### src/hmc_pkg.sv
// hmc_pkg: register indices, field positions, reset values and encodings
// for the haptic mode control register bank.
// assumes a 32-bit apb slave where byte address = 4 * register index.
package hmc_pkg;

    // ------------------------------------------------------------------
    // register indices (byte address is four times the index)
    // ------------------------------------------------------------------
    localparam logic [7:0] HMC_IDX_STATUS = 8'h00; // outcome flag lives here
    localparam logic [7:0] HMC_IDX_MODE   = 8'h01; // operating mode control
    localparam logic [7:0] HMC_IDX_RTV    = 8'h02; // realtime drive value
    localparam logic [7:0] HMC_IDX_LAUNCH = 8'h0C; // playback launch bit
    localparam logic [7:0] HMC_IDX_INCFG  = 8'h1D; // input and value format

    // ------------------------------------------------------------------
    // field positions
    // ------------------------------------------------------------------
    localparam int HMC_BIT_SOFT_RST  = 7; // soft device reset
    localparam int HMC_BIT_STANDBY   = 6; // software standby
    localparam int HMC_MODE_MSB      = 2; // mode field top bit
    localparam int HMC_BIT_OUTCOME   = 3; // routine outcome flag in status
    localparam int HMC_BIT_LAUNCH    = 0; // launch bit
    localparam int HMC_BIT_IN_KIND   = 0; // 1 = analog input, 0 = pwm
    localparam int HMC_BIT_DC_BLOCK  = 1; // input dc block enable
    localparam int HMC_BIT_RV_FORMAT = 3; // 1 = unsigned drive value

    // ------------------------------------------------------------------
    // reset values and timing
    // ------------------------------------------------------------------
    localparam logic       HMC_RST_STANDBY = 1'b1;  // standby after reset
    localparam logic [2:0] HMC_RST_MODE    = 3'h0;  // internal trigger
    localparam logic [7:0] HMC_RST_RTV     = 8'h00; // drive value
    localparam logic [2:0] HMC_RST_INCFG   = 3'h0;  // pwm, dc, signed
    localparam int         HMC_SOFT_RST_CYCLES = 4; // soft reset duration

    // ------------------------------------------------------------------
    // operating modes (documented encoding)
    // ------------------------------------------------------------------
    typedef enum logic [2:0] {
        HMC_MODE_INTERNAL = 3'h0, // host sets launch bit
        HMC_MODE_EDGE     = 3'h1, // trigger pin edges
        HMC_MODE_LEVEL    = 3'h2, // trigger pin level
        HMC_MODE_PWM      = 3'h3, // pwm or analog drive
        HMC_MODE_AUDIO    = 3'h4, // audio to vibration
        HMC_MODE_REALTIME = 3'h5, // realtime drive value
        HMC_MODE_DIAG     = 3'h6, // actuator diagnostic
        HMC_MODE_CALIB    = 3'h7  // auto calibration
    } hmc_mode_type;

    // soft reset sequencer states, gray along idle-clear-done
    typedef enum logic [1:0] {
        HMC_RS_IDLE  = 2'b00, // no reset running
        HMC_RS_CLEAR = 2'b01, // holding registers at defaults
        HMC_RS_DONE  = 2'b11  // releasing, bit self-clears
    } hmc_rs_type;

endpackage

### src/hmc_mode_ctrl.sv
// hmc_mode_ctrl: mode control and realtime drive value register bank
// of a haptic actuator driver, apb slave, trigger pin handling.
// assumes a playback/diagnostic engine outside that reports done.
//
// Function
// - soft reset bit stops playback, restores defaults
// - soft reset bit self-clears when reset ends
// - standby bit defaults one; one means standby
// - mode bits 2-0 default zero; host launches
// - edge mode: trigger rising edge sets launch
// - edge mode: second rising edge cancels waveform
// - level mode: launch follows trigger, fall cancels
// - level mode: redundant edge changes nothing
// - mode 3 drives from pwm or analog
// - mode 4 audio drive; host sets input bits
// - mode 5 drives realtime drive value
// - diagnostic: launch clears at end, outcome stored
// - calibration: launch self-clears when complete
// - drive value eight-bit read-write, resets zero
// - drive value signed unless format bit set
// - outcome flag holds last result, clears on read
//
// Added by the designer: the APB slave port.
`timescale 1ns/1ps
module hmc_mode_ctrl
    import hmc_pkg::*;
#(
    parameter int RST_CYCLES = HMC_SOFT_RST_CYCLES // soft reset duration
)
(
    input  wire logic         clk_sys_i,         // system clock, 10 MHz
    input  wire logic         rst_i,             // async reset, active high
    input  wire logic         psel,              // apb select
    input  wire logic         penable,           // apb access phase
    input  wire logic         pwrite,            // apb write
    input  wire logic [11:0]  paddr,             // apb byte address
    input  wire logic [31:0]  pwdata,            // apb write data
    output logic      [31:0]  prdata,            // apb read data
    output logic              pready,            // apb ready
    output logic              pslverr,           // apb error, unmapped
    input  wire logic         trigger_input_pin, // asynchronous trigger pin
    input  wire logic         routine_done_i,    // engine finished, pulse
    input  wire logic         routine_fail_i,    // result with done pulse
    output logic              launch_o,          // launch bit level
    output logic              cancel_o,          // cancel pulse to engine
    output hmc_pkg::hmc_mode_type mode_o,        // current mode
    output logic              standby_o,         // software standby
    output logic              drive_active_o,    // pin or value drives load
    output logic              drive_analog_o,    // pin source is analog
    output logic              dc_block_o,        // input dc block enable
    output logic      [7:0]   drive_value_o,     // realtime value to load
    output logic              drive_unsigned_o,  // value taken as unsigned
    output logic              playback_stop_o    // playback halted by reset
);
    import hmc_pkg::*;

    // ------------------------------------------------------------------
    // state
    // ------------------------------------------------------------------
    logic         standby_r;  // software standby bit
    hmc_mode_type mode_r;     // mode field
    logic [7:0]   rtv_r;      // realtime drive value
    logic         launch_r;   // launch bit
    logic [2:0]   incfg_r;    // input kind, dc block, value format
    logic         outcome_r;  // routine outcome flag
    logic         rd_out_r;   // outcome value captured for a read
    logic         soft_clr;   // registers held at defaults
    logic         soft_busy;  // soft reset bit reads one
    logic         soft_start; // write of one to soft reset bit
    logic         trig_lvl;   // synchronised trigger level
    logic         trig_rise;  // accepted rising change
    logic         trig_fall;  // accepted falling change
    logic         launch_nxt; // launch bit next value
    logic         cancel_nxt; // cancel pulse next value

    // ------------------------------------------------------------------
    // bus decode
    // ------------------------------------------------------------------
    logic         setup_ph;  // apb setup cycle
    logic         acc_done;  // access phase completes this edge
    logic         wr_en;     // write takes effect
    logic         rd_en;     // read completes
    logic [7:0]   idx;       // register index from byte address
    logic         addr_ok;   // address maps a register

    // true when the byte address is the word of the given index
    function automatic logic hit(input logic [11:0] a, input logic [7:0] i);
        hit = (a[11:2] == {2'b00, i}) && (a[1:0] == 2'b00);
    endfunction

    assign setup_ph = psel && !penable;
    assign acc_done = psel && penable && pready;
    assign wr_en    = acc_done && pwrite && !pslverr;
    assign rd_en    = acc_done && !pwrite && !pslverr;
    assign idx      = paddr[9:2];
    assign addr_ok  = hit(paddr, HMC_IDX_STATUS) || hit(paddr, HMC_IDX_MODE) ||
                      hit(paddr, HMC_IDX_RTV) || hit(paddr, HMC_IDX_LAUNCH) ||
                      hit(paddr, HMC_IDX_INCFG);
    assign soft_start = wr_en && hit(paddr, HMC_IDX_MODE) && pwdata[HMC_BIT_SOFT_RST]
                        && !soft_busy;

    // ------------------------------------------------------------------
    // helpers
    // ------------------------------------------------------------------
    hmc_pin_sync u_trig_sync
    (
        .clk_sys_i (clk_sys_i),
        .rst_i     (rst_i),
        .pin_i     (trigger_input_pin),
        .level_o   (trig_lvl),
        .rise_o    (trig_rise),
        .fall_o    (trig_fall)
    );

    hmc_reset_seq #(.CYCLES(RST_CYCLES)) u_soft_rst
    (
        .clk_sys_i (clk_sys_i),
        .rst_i     (rst_i),
        .start_i   (soft_start),
        .clear_o   (soft_clr),
        .busy_o    (soft_busy)
    );

    // ------------------------------------------------------------------
    // apb handshake: no wait state, data prepared in the setup cycle
    // ------------------------------------------------------------------
    // preparing read data a cycle early keeps prdata a plain flop output
    always_ff @(posedge clk_sys_i or posedge rst_i)
    begin
        if (rst_i)
        begin
            pready   <= 1'b0;
            pslverr  <= 1'b0;
            prdata   <= 32'h0000_0000;
            rd_out_r <= 1'b0;
        end
        else
        begin
            pready  <= setup_ph;
            pslverr <= setup_ph && !addr_ok;
            if (setup_ph && !pwrite)
            begin
                rd_out_r <= hit(paddr, HMC_IDX_STATUS) && outcome_r;
                case (idx)
                    HMC_IDX_STATUS: prdata <= 32'(outcome_r) << HMC_BIT_OUTCOME;
                    HMC_IDX_MODE:   prdata <= {24'h000000, soft_busy, standby_r,
                                               3'h0, mode_r};
                    HMC_IDX_RTV:    prdata <= {24'h000000, rtv_r};
                    HMC_IDX_LAUNCH: prdata <= {31'h00000000, launch_r};
                    HMC_IDX_INCFG:  prdata <= {28'h0000000, incfg_r[2], 1'b0,
                                               incfg_r[1:0]};
                    default:        prdata <= 32'h0000_0000;
                endcase
            end
            else if (setup_ph)
            begin
                prdata <= 32'h0000_0000; // writes return zero
            end
        end
    end

    // ------------------------------------------------------------------
    // mode control register
    // ------------------------------------------------------------------
    always_ff @(posedge clk_sys_i or posedge rst_i)
    begin
        if (rst_i)
        begin
            standby_r <= HMC_RST_STANDBY;
            mode_r    <= HMC_MODE_INTERNAL;
        end
        else if (soft_clr || soft_start)
        begin
            standby_r <= HMC_RST_STANDBY;
            mode_r    <= hmc_mode_type'(HMC_RST_MODE);
        end
        else if (wr_en && hit(paddr, HMC_IDX_MODE))
        begin
            standby_r <= pwdata[HMC_BIT_STANDBY];
            mode_r    <= hmc_mode_type'(pwdata[HMC_MODE_MSB:0]);
        end
    end

    // ------------------------------------------------------------------
    // realtime drive value and input configuration
    // ------------------------------------------------------------------
    always_ff @(posedge clk_sys_i or posedge rst_i)
    begin
        if (rst_i)
        begin
            rtv_r   <= HMC_RST_RTV;
            incfg_r <= HMC_RST_INCFG;
        end
        else if (soft_clr || soft_start)
        begin
            rtv_r   <= HMC_RST_RTV;
            incfg_r <= HMC_RST_INCFG;
        end
        else if (wr_en)
        begin
            if (hit(paddr, HMC_IDX_RTV))
                rtv_r <= pwdata[7:0];
            if (hit(paddr, HMC_IDX_INCFG))
                incfg_r <= {pwdata[HMC_BIT_RV_FORMAT], pwdata[HMC_BIT_DC_BLOCK],
                            pwdata[HMC_BIT_IN_KIND]};
        end
    end

    // ------------------------------------------------------------------
    // launch bit: host writes, trigger pin and engine completion
    // ------------------------------------------------------------------
    // later assignments win, so the pin beats a host write and a host write beats done
    always_comb
    begin
        launch_nxt = launch_r;
        cancel_nxt = 1'b0;
        if (routine_done_i)
            launch_nxt = 1'b0;
        if (wr_en && hit(paddr, HMC_IDX_LAUNCH))
        begin
            if (!pwdata[HMC_BIT_LAUNCH] && launch_r)
                cancel_nxt = 1'b1; // host clearing the bit stops playback
            launch_nxt = pwdata[HMC_BIT_LAUNCH];
        end
        case (mode_r)
            HMC_MODE_EDGE:
            begin
                if (trig_rise && launch_r)
                begin
                    launch_nxt = 1'b0;
                    cancel_nxt = 1'b1;
                end
                else if (trig_rise)
                begin
                    launch_nxt = 1'b1;
                end
            end
            HMC_MODE_LEVEL:
            begin
                if (trig_rise && !launch_r)
                    launch_nxt = 1'b1;
                if (trig_fall && launch_r)
                begin
                    launch_nxt = 1'b0;
                    cancel_nxt = 1'b1;
                end
            end
            default:
            begin
                launch_nxt = launch_nxt; // other modes ignore the pin
            end
        endcase
    end

    always_ff @(posedge clk_sys_i or posedge rst_i)
    begin
        if (rst_i)
        begin
            launch_r <= 1'b0;
            cancel_o <= 1'b0;
        end
        else if (soft_clr || soft_start)
        begin
            launch_r <= 1'b0;
            cancel_o <= launch_r; // running playback is interrupted
        end
        else
        begin
            launch_r <= launch_nxt;
            cancel_o <= cancel_nxt;
        end
    end

    // ------------------------------------------------------------------
    // routine outcome flag
    // ------------------------------------------------------------------
    // only a one that the reader actually saw is cleared, so a result
    // landing between setup and access is never lost
    always_ff @(posedge clk_sys_i or posedge rst_i)
    begin
        if (rst_i)
            outcome_r <= 1'b0;
        else if (soft_clr || soft_start)
            outcome_r <= 1'b0;
        else if (routine_done_i && (mode_r == HMC_MODE_DIAG || mode_r == HMC_MODE_CALIB))
            outcome_r <= routine_fail_i;
        else if (rd_en && hit(paddr, HMC_IDX_STATUS) && rd_out_r)
            outcome_r <= 1'b0;
    end

    // ------------------------------------------------------------------
    // outputs to the drive path
    // ------------------------------------------------------------------
    always_ff @(posedge clk_sys_i or posedge rst_i)
    begin
        if (rst_i)
        begin
            launch_o         <= 1'b0;
            mode_o           <= HMC_MODE_INTERNAL;
            standby_o        <= HMC_RST_STANDBY;
            drive_active_o   <= 1'b0;
            drive_analog_o   <= 1'b0;
            dc_block_o       <= 1'b0;
            drive_value_o    <= 8'h00;
            drive_unsigned_o <= 1'b0;
            playback_stop_o  <= 1'b0;
        end
        else
        begin
            launch_o       <= launch_r;
            mode_o         <= mode_r;
            standby_o      <= standby_r;
            // pin or value modes drive continuously outside standby
            drive_active_o <= !standby_r && !soft_busy &&
                              (mode_r == HMC_MODE_PWM || mode_r == HMC_MODE_AUDIO ||
                               mode_r == HMC_MODE_REALTIME);
            drive_analog_o   <= incfg_r[0];
            dc_block_o       <= incfg_r[1];
            drive_value_o    <= (mode_r == HMC_MODE_REALTIME) ? rtv_r : 8'h00;
            drive_unsigned_o <= incfg_r[2];
            playback_stop_o  <= soft_busy;
        end
    end
endmodule // hmc_mode_ctrl

### src/hmc_pin_sync.sv
// hmc_pin_sync: three-flop trigger pin synchroniser with edge pulses.
// assumes the pin is asynchronous to clk_sys_i.
`timescale 1ns/1ps
module hmc_pin_sync
(
    input  wire logic clk_sys_i, // system clock
    input  wire logic rst_i,     // async reset, active high
    input  wire logic pin_i,     // raw asynchronous pin
    output logic      level_o,   // accepted level
    output logic      rise_o,    // one-cycle pulse on rising change
    output logic      fall_o     // one-cycle pulse on falling change
);
    logic [2:0] stage_r; // [0] is metastable, read only by [1]

    // synchroniser chain
    always_ff @(posedge clk_sys_i or posedge rst_i)
    begin
        if (rst_i)
            stage_r <= 3'h0;
        else
            stage_r <= {stage_r[1:0], pin_i};
    end

    // accept a change only once stages two and three agree
    always_ff @(posedge clk_sys_i or posedge rst_i)
    begin
        if (rst_i)
        begin
            level_o <= 1'b0;
            rise_o  <= 1'b0;
            fall_o  <= 1'b0;
        end
        else
        begin
            rise_o <= (stage_r[1] == stage_r[2]) && stage_r[2] && !level_o;
            fall_o <= (stage_r[1] == stage_r[2]) && !stage_r[2] && level_o;
            if (stage_r[1] == stage_r[2])
                level_o <= stage_r[2];
        end
    end
endmodule // hmc_pin_sync

### src/hmc_reset_seq.sv
// hmc_reset_seq: soft reset sequencer, holds the bank at defaults.
// assumes start_i is a one-cycle pulse from the register write.
`timescale 1ns/1ps
module hmc_reset_seq
    import hmc_pkg::*;
#(
    parameter int CYCLES = HMC_SOFT_RST_CYCLES // cycles held in reset
)
(
    input  wire logic clk_sys_i, // system clock
    input  wire logic rst_i,     // async reset, active high
    input  wire logic start_i,   // soft reset requested
    output logic      clear_o,   // registers forced to defaults
    output logic      busy_o     // reset in progress, bit reads one
);
    hmc_rs_type  state_r; // sequencer state
    logic [15:0] cnt_r;   // cycles left in clear

    // state machine
    always_ff @(posedge clk_sys_i or posedge rst_i)
    begin
        if (rst_i)
        begin
            state_r <= HMC_RS_IDLE;
            cnt_r   <= 16'h0000;
        end
        else
        begin
            case (state_r)
                HMC_RS_IDLE:
                begin
                    if (start_i)
                    begin
                        state_r <= HMC_RS_CLEAR;
                        cnt_r   <= 16'(CYCLES - 1);
                    end
                end
                HMC_RS_CLEAR:
                begin
                    if (cnt_r == 16'h0000)
                        state_r <= HMC_RS_DONE;
                    else
                        cnt_r <= cnt_r - 16'h0001;
                end
                HMC_RS_DONE: state_r <= HMC_RS_IDLE; // bit self-clears
                default:     state_r <= HMC_RS_IDLE;
            endcase
        end
    end

    // outputs from flops, start_i lookahead makes them rise with the state
    always_ff @(posedge clk_sys_i or posedge rst_i)
    begin
        if (rst_i)
        begin
            clear_o <= 1'b0;
            busy_o  <= 1'b0;
        end
        else
        begin
            clear_o <= (state_r == HMC_RS_IDLE) ? start_i : (state_r == HMC_RS_CLEAR);
            busy_o  <= (state_r == HMC_RS_IDLE) ? start_i : (state_r != HMC_RS_DONE);
        end
    end
endmodule // hmc_reset_seq

### config.mk
export PLATFORM = sky130hd
export DESIGN_NAME = hmc_mode_ctrl
export DESIGN_NICKNAME = d
export VERILOG_FILES = /design/src/hmc_pkg.sv /design/src/hmc_mode_ctrl.sv /design/src/hmc_pin_sync.sv /design/src/hmc_reset_seq.sv
export SDC_FILE = /design/constraint.sdc
export NUM_CORES = 1
export LEC_CHECK = 0
export ABC_AREA = 1
export BUFFER_PORTS_ARGS = -buffer_cell sky130_fd_sc_hd__buf_4
export CAP_MARGIN = 10
export CORE_ASPECT_RATIO = 1.1
export CORE_MARGIN = 2
export CORE_UTILIZATION = 35
export CTS_CLUSTER_SIZE = 12
export DETAILED_ROUTE_END_ITERATION = 10
export GPL_TIMING_DRIVEN = 0
export HOLD_SLACK_MARGIN = 0.02
export SETUP_SLACK_MARGIN = 0.4
export SLEW_MARGIN = 20
export SYNTH_ARGS = -nofsm -noshare
export SYNTH_HDL_FRONTEND = slang
export SYNTH_SLANG_ARGS = --single-unit
### constraint.sdc
create_clock -name clk_sys_i -period 5 [get_ports clk_sys_i]
set_input_delay 0.5 -clock clk_sys_i [delete_from_list [all_inputs] [get_ports clk_sys_i]]
set_output_delay 0.5 -clock clk_sys_i [all_outputs]
set_load 0.005 [all_outputs]
==> impl_results.rst <==
.. list-table::
   :header-rows: 1

   * - Metric
     - Value
   * - Result of the run
     - completed
   * - Pint
     - 857 uW
   * - CTS sink count
     - 73
   * - Unrepaired setup endpoints after global routing
     - no
   * - Maximum number of pins on one net before global-route repair
     - 51
   * - IR Drop Worst-Case VDD
     - 146 uV
   * - I/O pin cnt
     - 105
   * - Register-to-register setup slack
     - 3.11 ns
   * - FFs w/ async S/R, synth
     - 1.00
   * - Post-detailed-placement cell area
     - 4270 sq um
   * - Share of total power in sequential cells
     - 0.531
   * - Routed WL
     - 7490 um
   * - Share of final-layout standard cells stronger than drive strength 1
     - 0.223
   * - Total of flip-flops plus latches after synthesis
     - 73
   * - Total number of vias
     - 2877
   * - Fraction of the core area covered by cells at the end of the flow
     - 0.451
   * - Total die area
     - 11100 sq um
   * - Proportion of netlist area held by the largest area contributor
     - 0.497
   * - Number of max-slew violations in the final report
     - 0
   * - Number of iterations in the first detailed-routing pass
     - 4
   * - Max clock buf depth
     - 2
   * - Required time worst endpoint
     - 5.25 ns
   * - CP cell instances
     - inv_1 -> ha_1 -> nand3_1 -> inv_1 -> nand4_1 -> nand2_2 -> buf_2 -> nor3_1 -> nor3b_1
   * - Cell family with the largest share of critical-path delay
     - simple AND/OR/NAND/NOR gates
   * - PwrDens
     - 252 nW/um^2
   * - Clk Latency, worst-skew pair
     - 0.35 ns
   * - Most numerous cell on the critical path
     - inv_1
   * - Distinct cells, synth
     - 37
   * - Part of the total power dissipated in the clock network
     - 0.408
   * - Area of the core
     - 9890 sq um
   * - CP Data Arrival Time
     - 2.14 ns
   * - Global placer's final weighted congestion
     - 0.847
   * - F_max
     - 0.528 GHz
   * - Sequential cell area
     - 1830 sq um
   * - Total leakage power
     - 0.00236 uW
   * - First-pass GRT wire length
     - 12600 um
   * - Count of buffers inserted at the top-level ports
     - 56
   * - Synth Area per Inst
     - 8.19 sq um
   * - Number of filler instances in the final layout
     - 992
   * - Final count of hold timing violations
     - 0
   * - Final Setup Violations
     - 0
   * - Largest stage delay on the critical path
     - 0.40 ns
   * - Combinational Power Share
     - 0.062
   * - Maximum Capacitance Violations
     - 0
   * - TritonCTS clock tree
     - yes
   * - Synthesized netlist cell count
     - 437
   * - Setup repair bufs after CTS
     - 0
   * - Relative area change from synthesis to final layout
     - 24.6%
   * - Global Route Usage Sum
     - 0.144
   * - Capturing element type of the critical path
     - flip-flop
   * - Post-layout nets
     - 583
   * - Cell types with the largest area share after synthesis
     - dfrtp_1, nand2_1, inv_1
   * - Sequential cell area fraction in the yosys report
     - 0.511
   * - Antenna diodes
     - 0
   * - Post-CTS sizing
     - 0
   * - Max Clock Skew
     - 0.0133 ns
   * - Die outline width
     - 100 um
   * - Number of remaining DRC errors
     - 0
   * - Ys Warns
     - 0
   * - Largest area contributor in the netlist
     - dfrtp_1
   * - CP Launch Type
     - flip-flop
   * - Number of levels in the clock H-tree
     - 3
   * - Commonest non-fill, non-tap cell in the layout
     - nand2_1
   * - Number of enable-type register cells in the synthesized netlist
     - 0
   * - Total clock buffers created by CTS
     - 9
   * - Vias per std cell
     - 4.41
   * - Site Rows
     - 38
   * - Number of buffers inserted for hold repair after clock tree synthesis
     - 0
   * - Via count of the first global-routing pass
     - 2737
   * - Number of routed nets with antenna violations
     - 0
   * - Setup total negative slack
     - 0 ns
   * - Net switching component of the power
     - 268 uW
   * - Critical path buffer and inverter count
     - 3
   * - Die outline height
     - 110 um
   * - Final worst-path cycle share
     - 0.379
   * - Final global-route overflow total
     - 0
   * - Multi-input gate area in the final layout
     - 1380 sq um
   * - Wire length per cell
     - 11.5 um
   * - Most frequent cells in the layout
     - nand2_1, buf_4, dfrtp_1
   * - Worst slack on hold paths
     - 0.106 ns
   * - Fraction of power spent switching nets
     - 0.238
   * - Slowest CP cell
     - dfrtp_1
   * - Worst Hold Class
     - in2async
   * - Clock-pin slew of the registers on the worst-case setup and hold paths
     - 0.08 ns
   * - Crit path max fanout
     - 10
   * - Detailed-placement wirelength estimate
     - 5680 um
   * - Initial DRC count
     - 125
   * - Shortest clock period the worst path allows after layout
     - 1.89 ns
   * - Number of antenna violations at the first check in global routing
     - 0
   * - Master cell of the clock root buffer
     - clkbuf_8
   * - Cell area after synthesis
     - 3580 sq um
   * - Initial Util
     - 0.362
   * - Total non-filler cell area in the finished layout
     - 4460 sq um
   * - Top FF cell, synth
     - dfrtp_1
   * - Setup CP Type
     - reg2reg
-- power groups by stage --
| stage | Combinational [uW] | Sequential, uW | Clock, uW |
|---|---|---|---|
| after floorplan | 40.2 | 608 | 0 |
| after global placement | 65.9 | 608 | 0 |
| after detailed placement | 69.8 | 609 | 0 |
| after CTS | 70.1 | 597 | 471 |
| after global routing | 79.7 | 598 | 499 |
| final | 69.3 | 597 | 459 |
-- cells in the mapped netlist, drive strengths merged (2+ instances only) --
master / n
nand4: 6
xor2: 4
xnor2: 2
nor3: 12
a21oi: 14
buf: 26
a22o: 3
nand2: 108
dfrtp: 71
inv: 68
nand3: 20
ha: 3
o22ai: 3
nor2: 61
o31ai: 3
dfstp: 2
o21ai: 20
nor3b: 3
-- cell type report --
type | instances | share of cell area
Multi-Input combinational cell | 292 | 0.310
Timing Repair Buffer | 57 | 0.100
Sequential cell | 73 | 0.410
Clock inverter | 7 | 0.0154
Tap cell | 120 | 0.0337
Inverter | 69 | 0.0587
Buffer | 26 | 0.0441
Clock buffer | 9 | 0.0278
-- through the flow --
step / setup slack [ns] / std cells / total power (uW)
2_1_floorplan: 2.65 / 460 / 648
3_3_place_gp: 1.76 / 636 / 674
3_5_place_dp: 2.99 / 637 / 679
4_1_cts: 3.10 / 653 / 1140
5_1_grt: 2.95 / 653 / 1180
6_report: 3.11 / 653 / 1130
-- registers in the layout, indices dropped and copies added, names as in the netlist, 2 cells and up --
signal	flops
incfg_r	3
u_trig_sync.stage_r	3
mode_r	3
drive_value_o	8
u_soft_rst.cnt_r	16
rtv_r	8
prdata	8
u_soft_rst.state_r	2
mode_o	3
-- worst paths after layout --
kind	depth (start not counted)	startpoint	endpoint
max in group asynchronous	3	rst_i	u_trig_sync.fall_o$_DFF_PP0_
setup reg to reg	9	u_soft_rst.cnt_r[0]$_DFFE_PP0P_	u_soft_rst.cnt_r[8]$_DFFE_PP0P_
setup / recovery	9	u_soft_rst.cnt_r[0]$_DFFE_PP0P_	u_soft_rst.cnt_r[8]$_DFFE_PP0P_
hold reg to reg	0	u_trig_sync.stage_r[0]$_DFF_PP0_	u_trig_sync.stage_r[1]$_DFF_PP0_
min in group clk_sys_i	1	trigger_input_pin	u_trig_sync.stage_r[0]$_DFF_PP0_
hold / removal	2	rst_i	playback_stop_o$_DFF_PP0_
-- routing by layer --
metal	track usage	vias to the layer above	share of wire	wire length, um
li1	-	1504	-	-
met2	0.251	58	0.50	3740
met1	0.171	1299	0.44	3280
met4	0.0607	0	0.024	179
met5	0	-	0	0
met3	0.0322	16	0.039	290
-- cell families after synthesis --
logic type	synth area share
AO/OA/AOI/OAI	0.0745
flip-flops	0.511
buffers and inverters	0.127
AND/OR/NAND/NOR	0.261
other	0.00105
XOR/XNOR	0.0147
adder cells (fa/ha/maj)	0.0105
No activity file was read; power rests on OpenSTA's default activity.
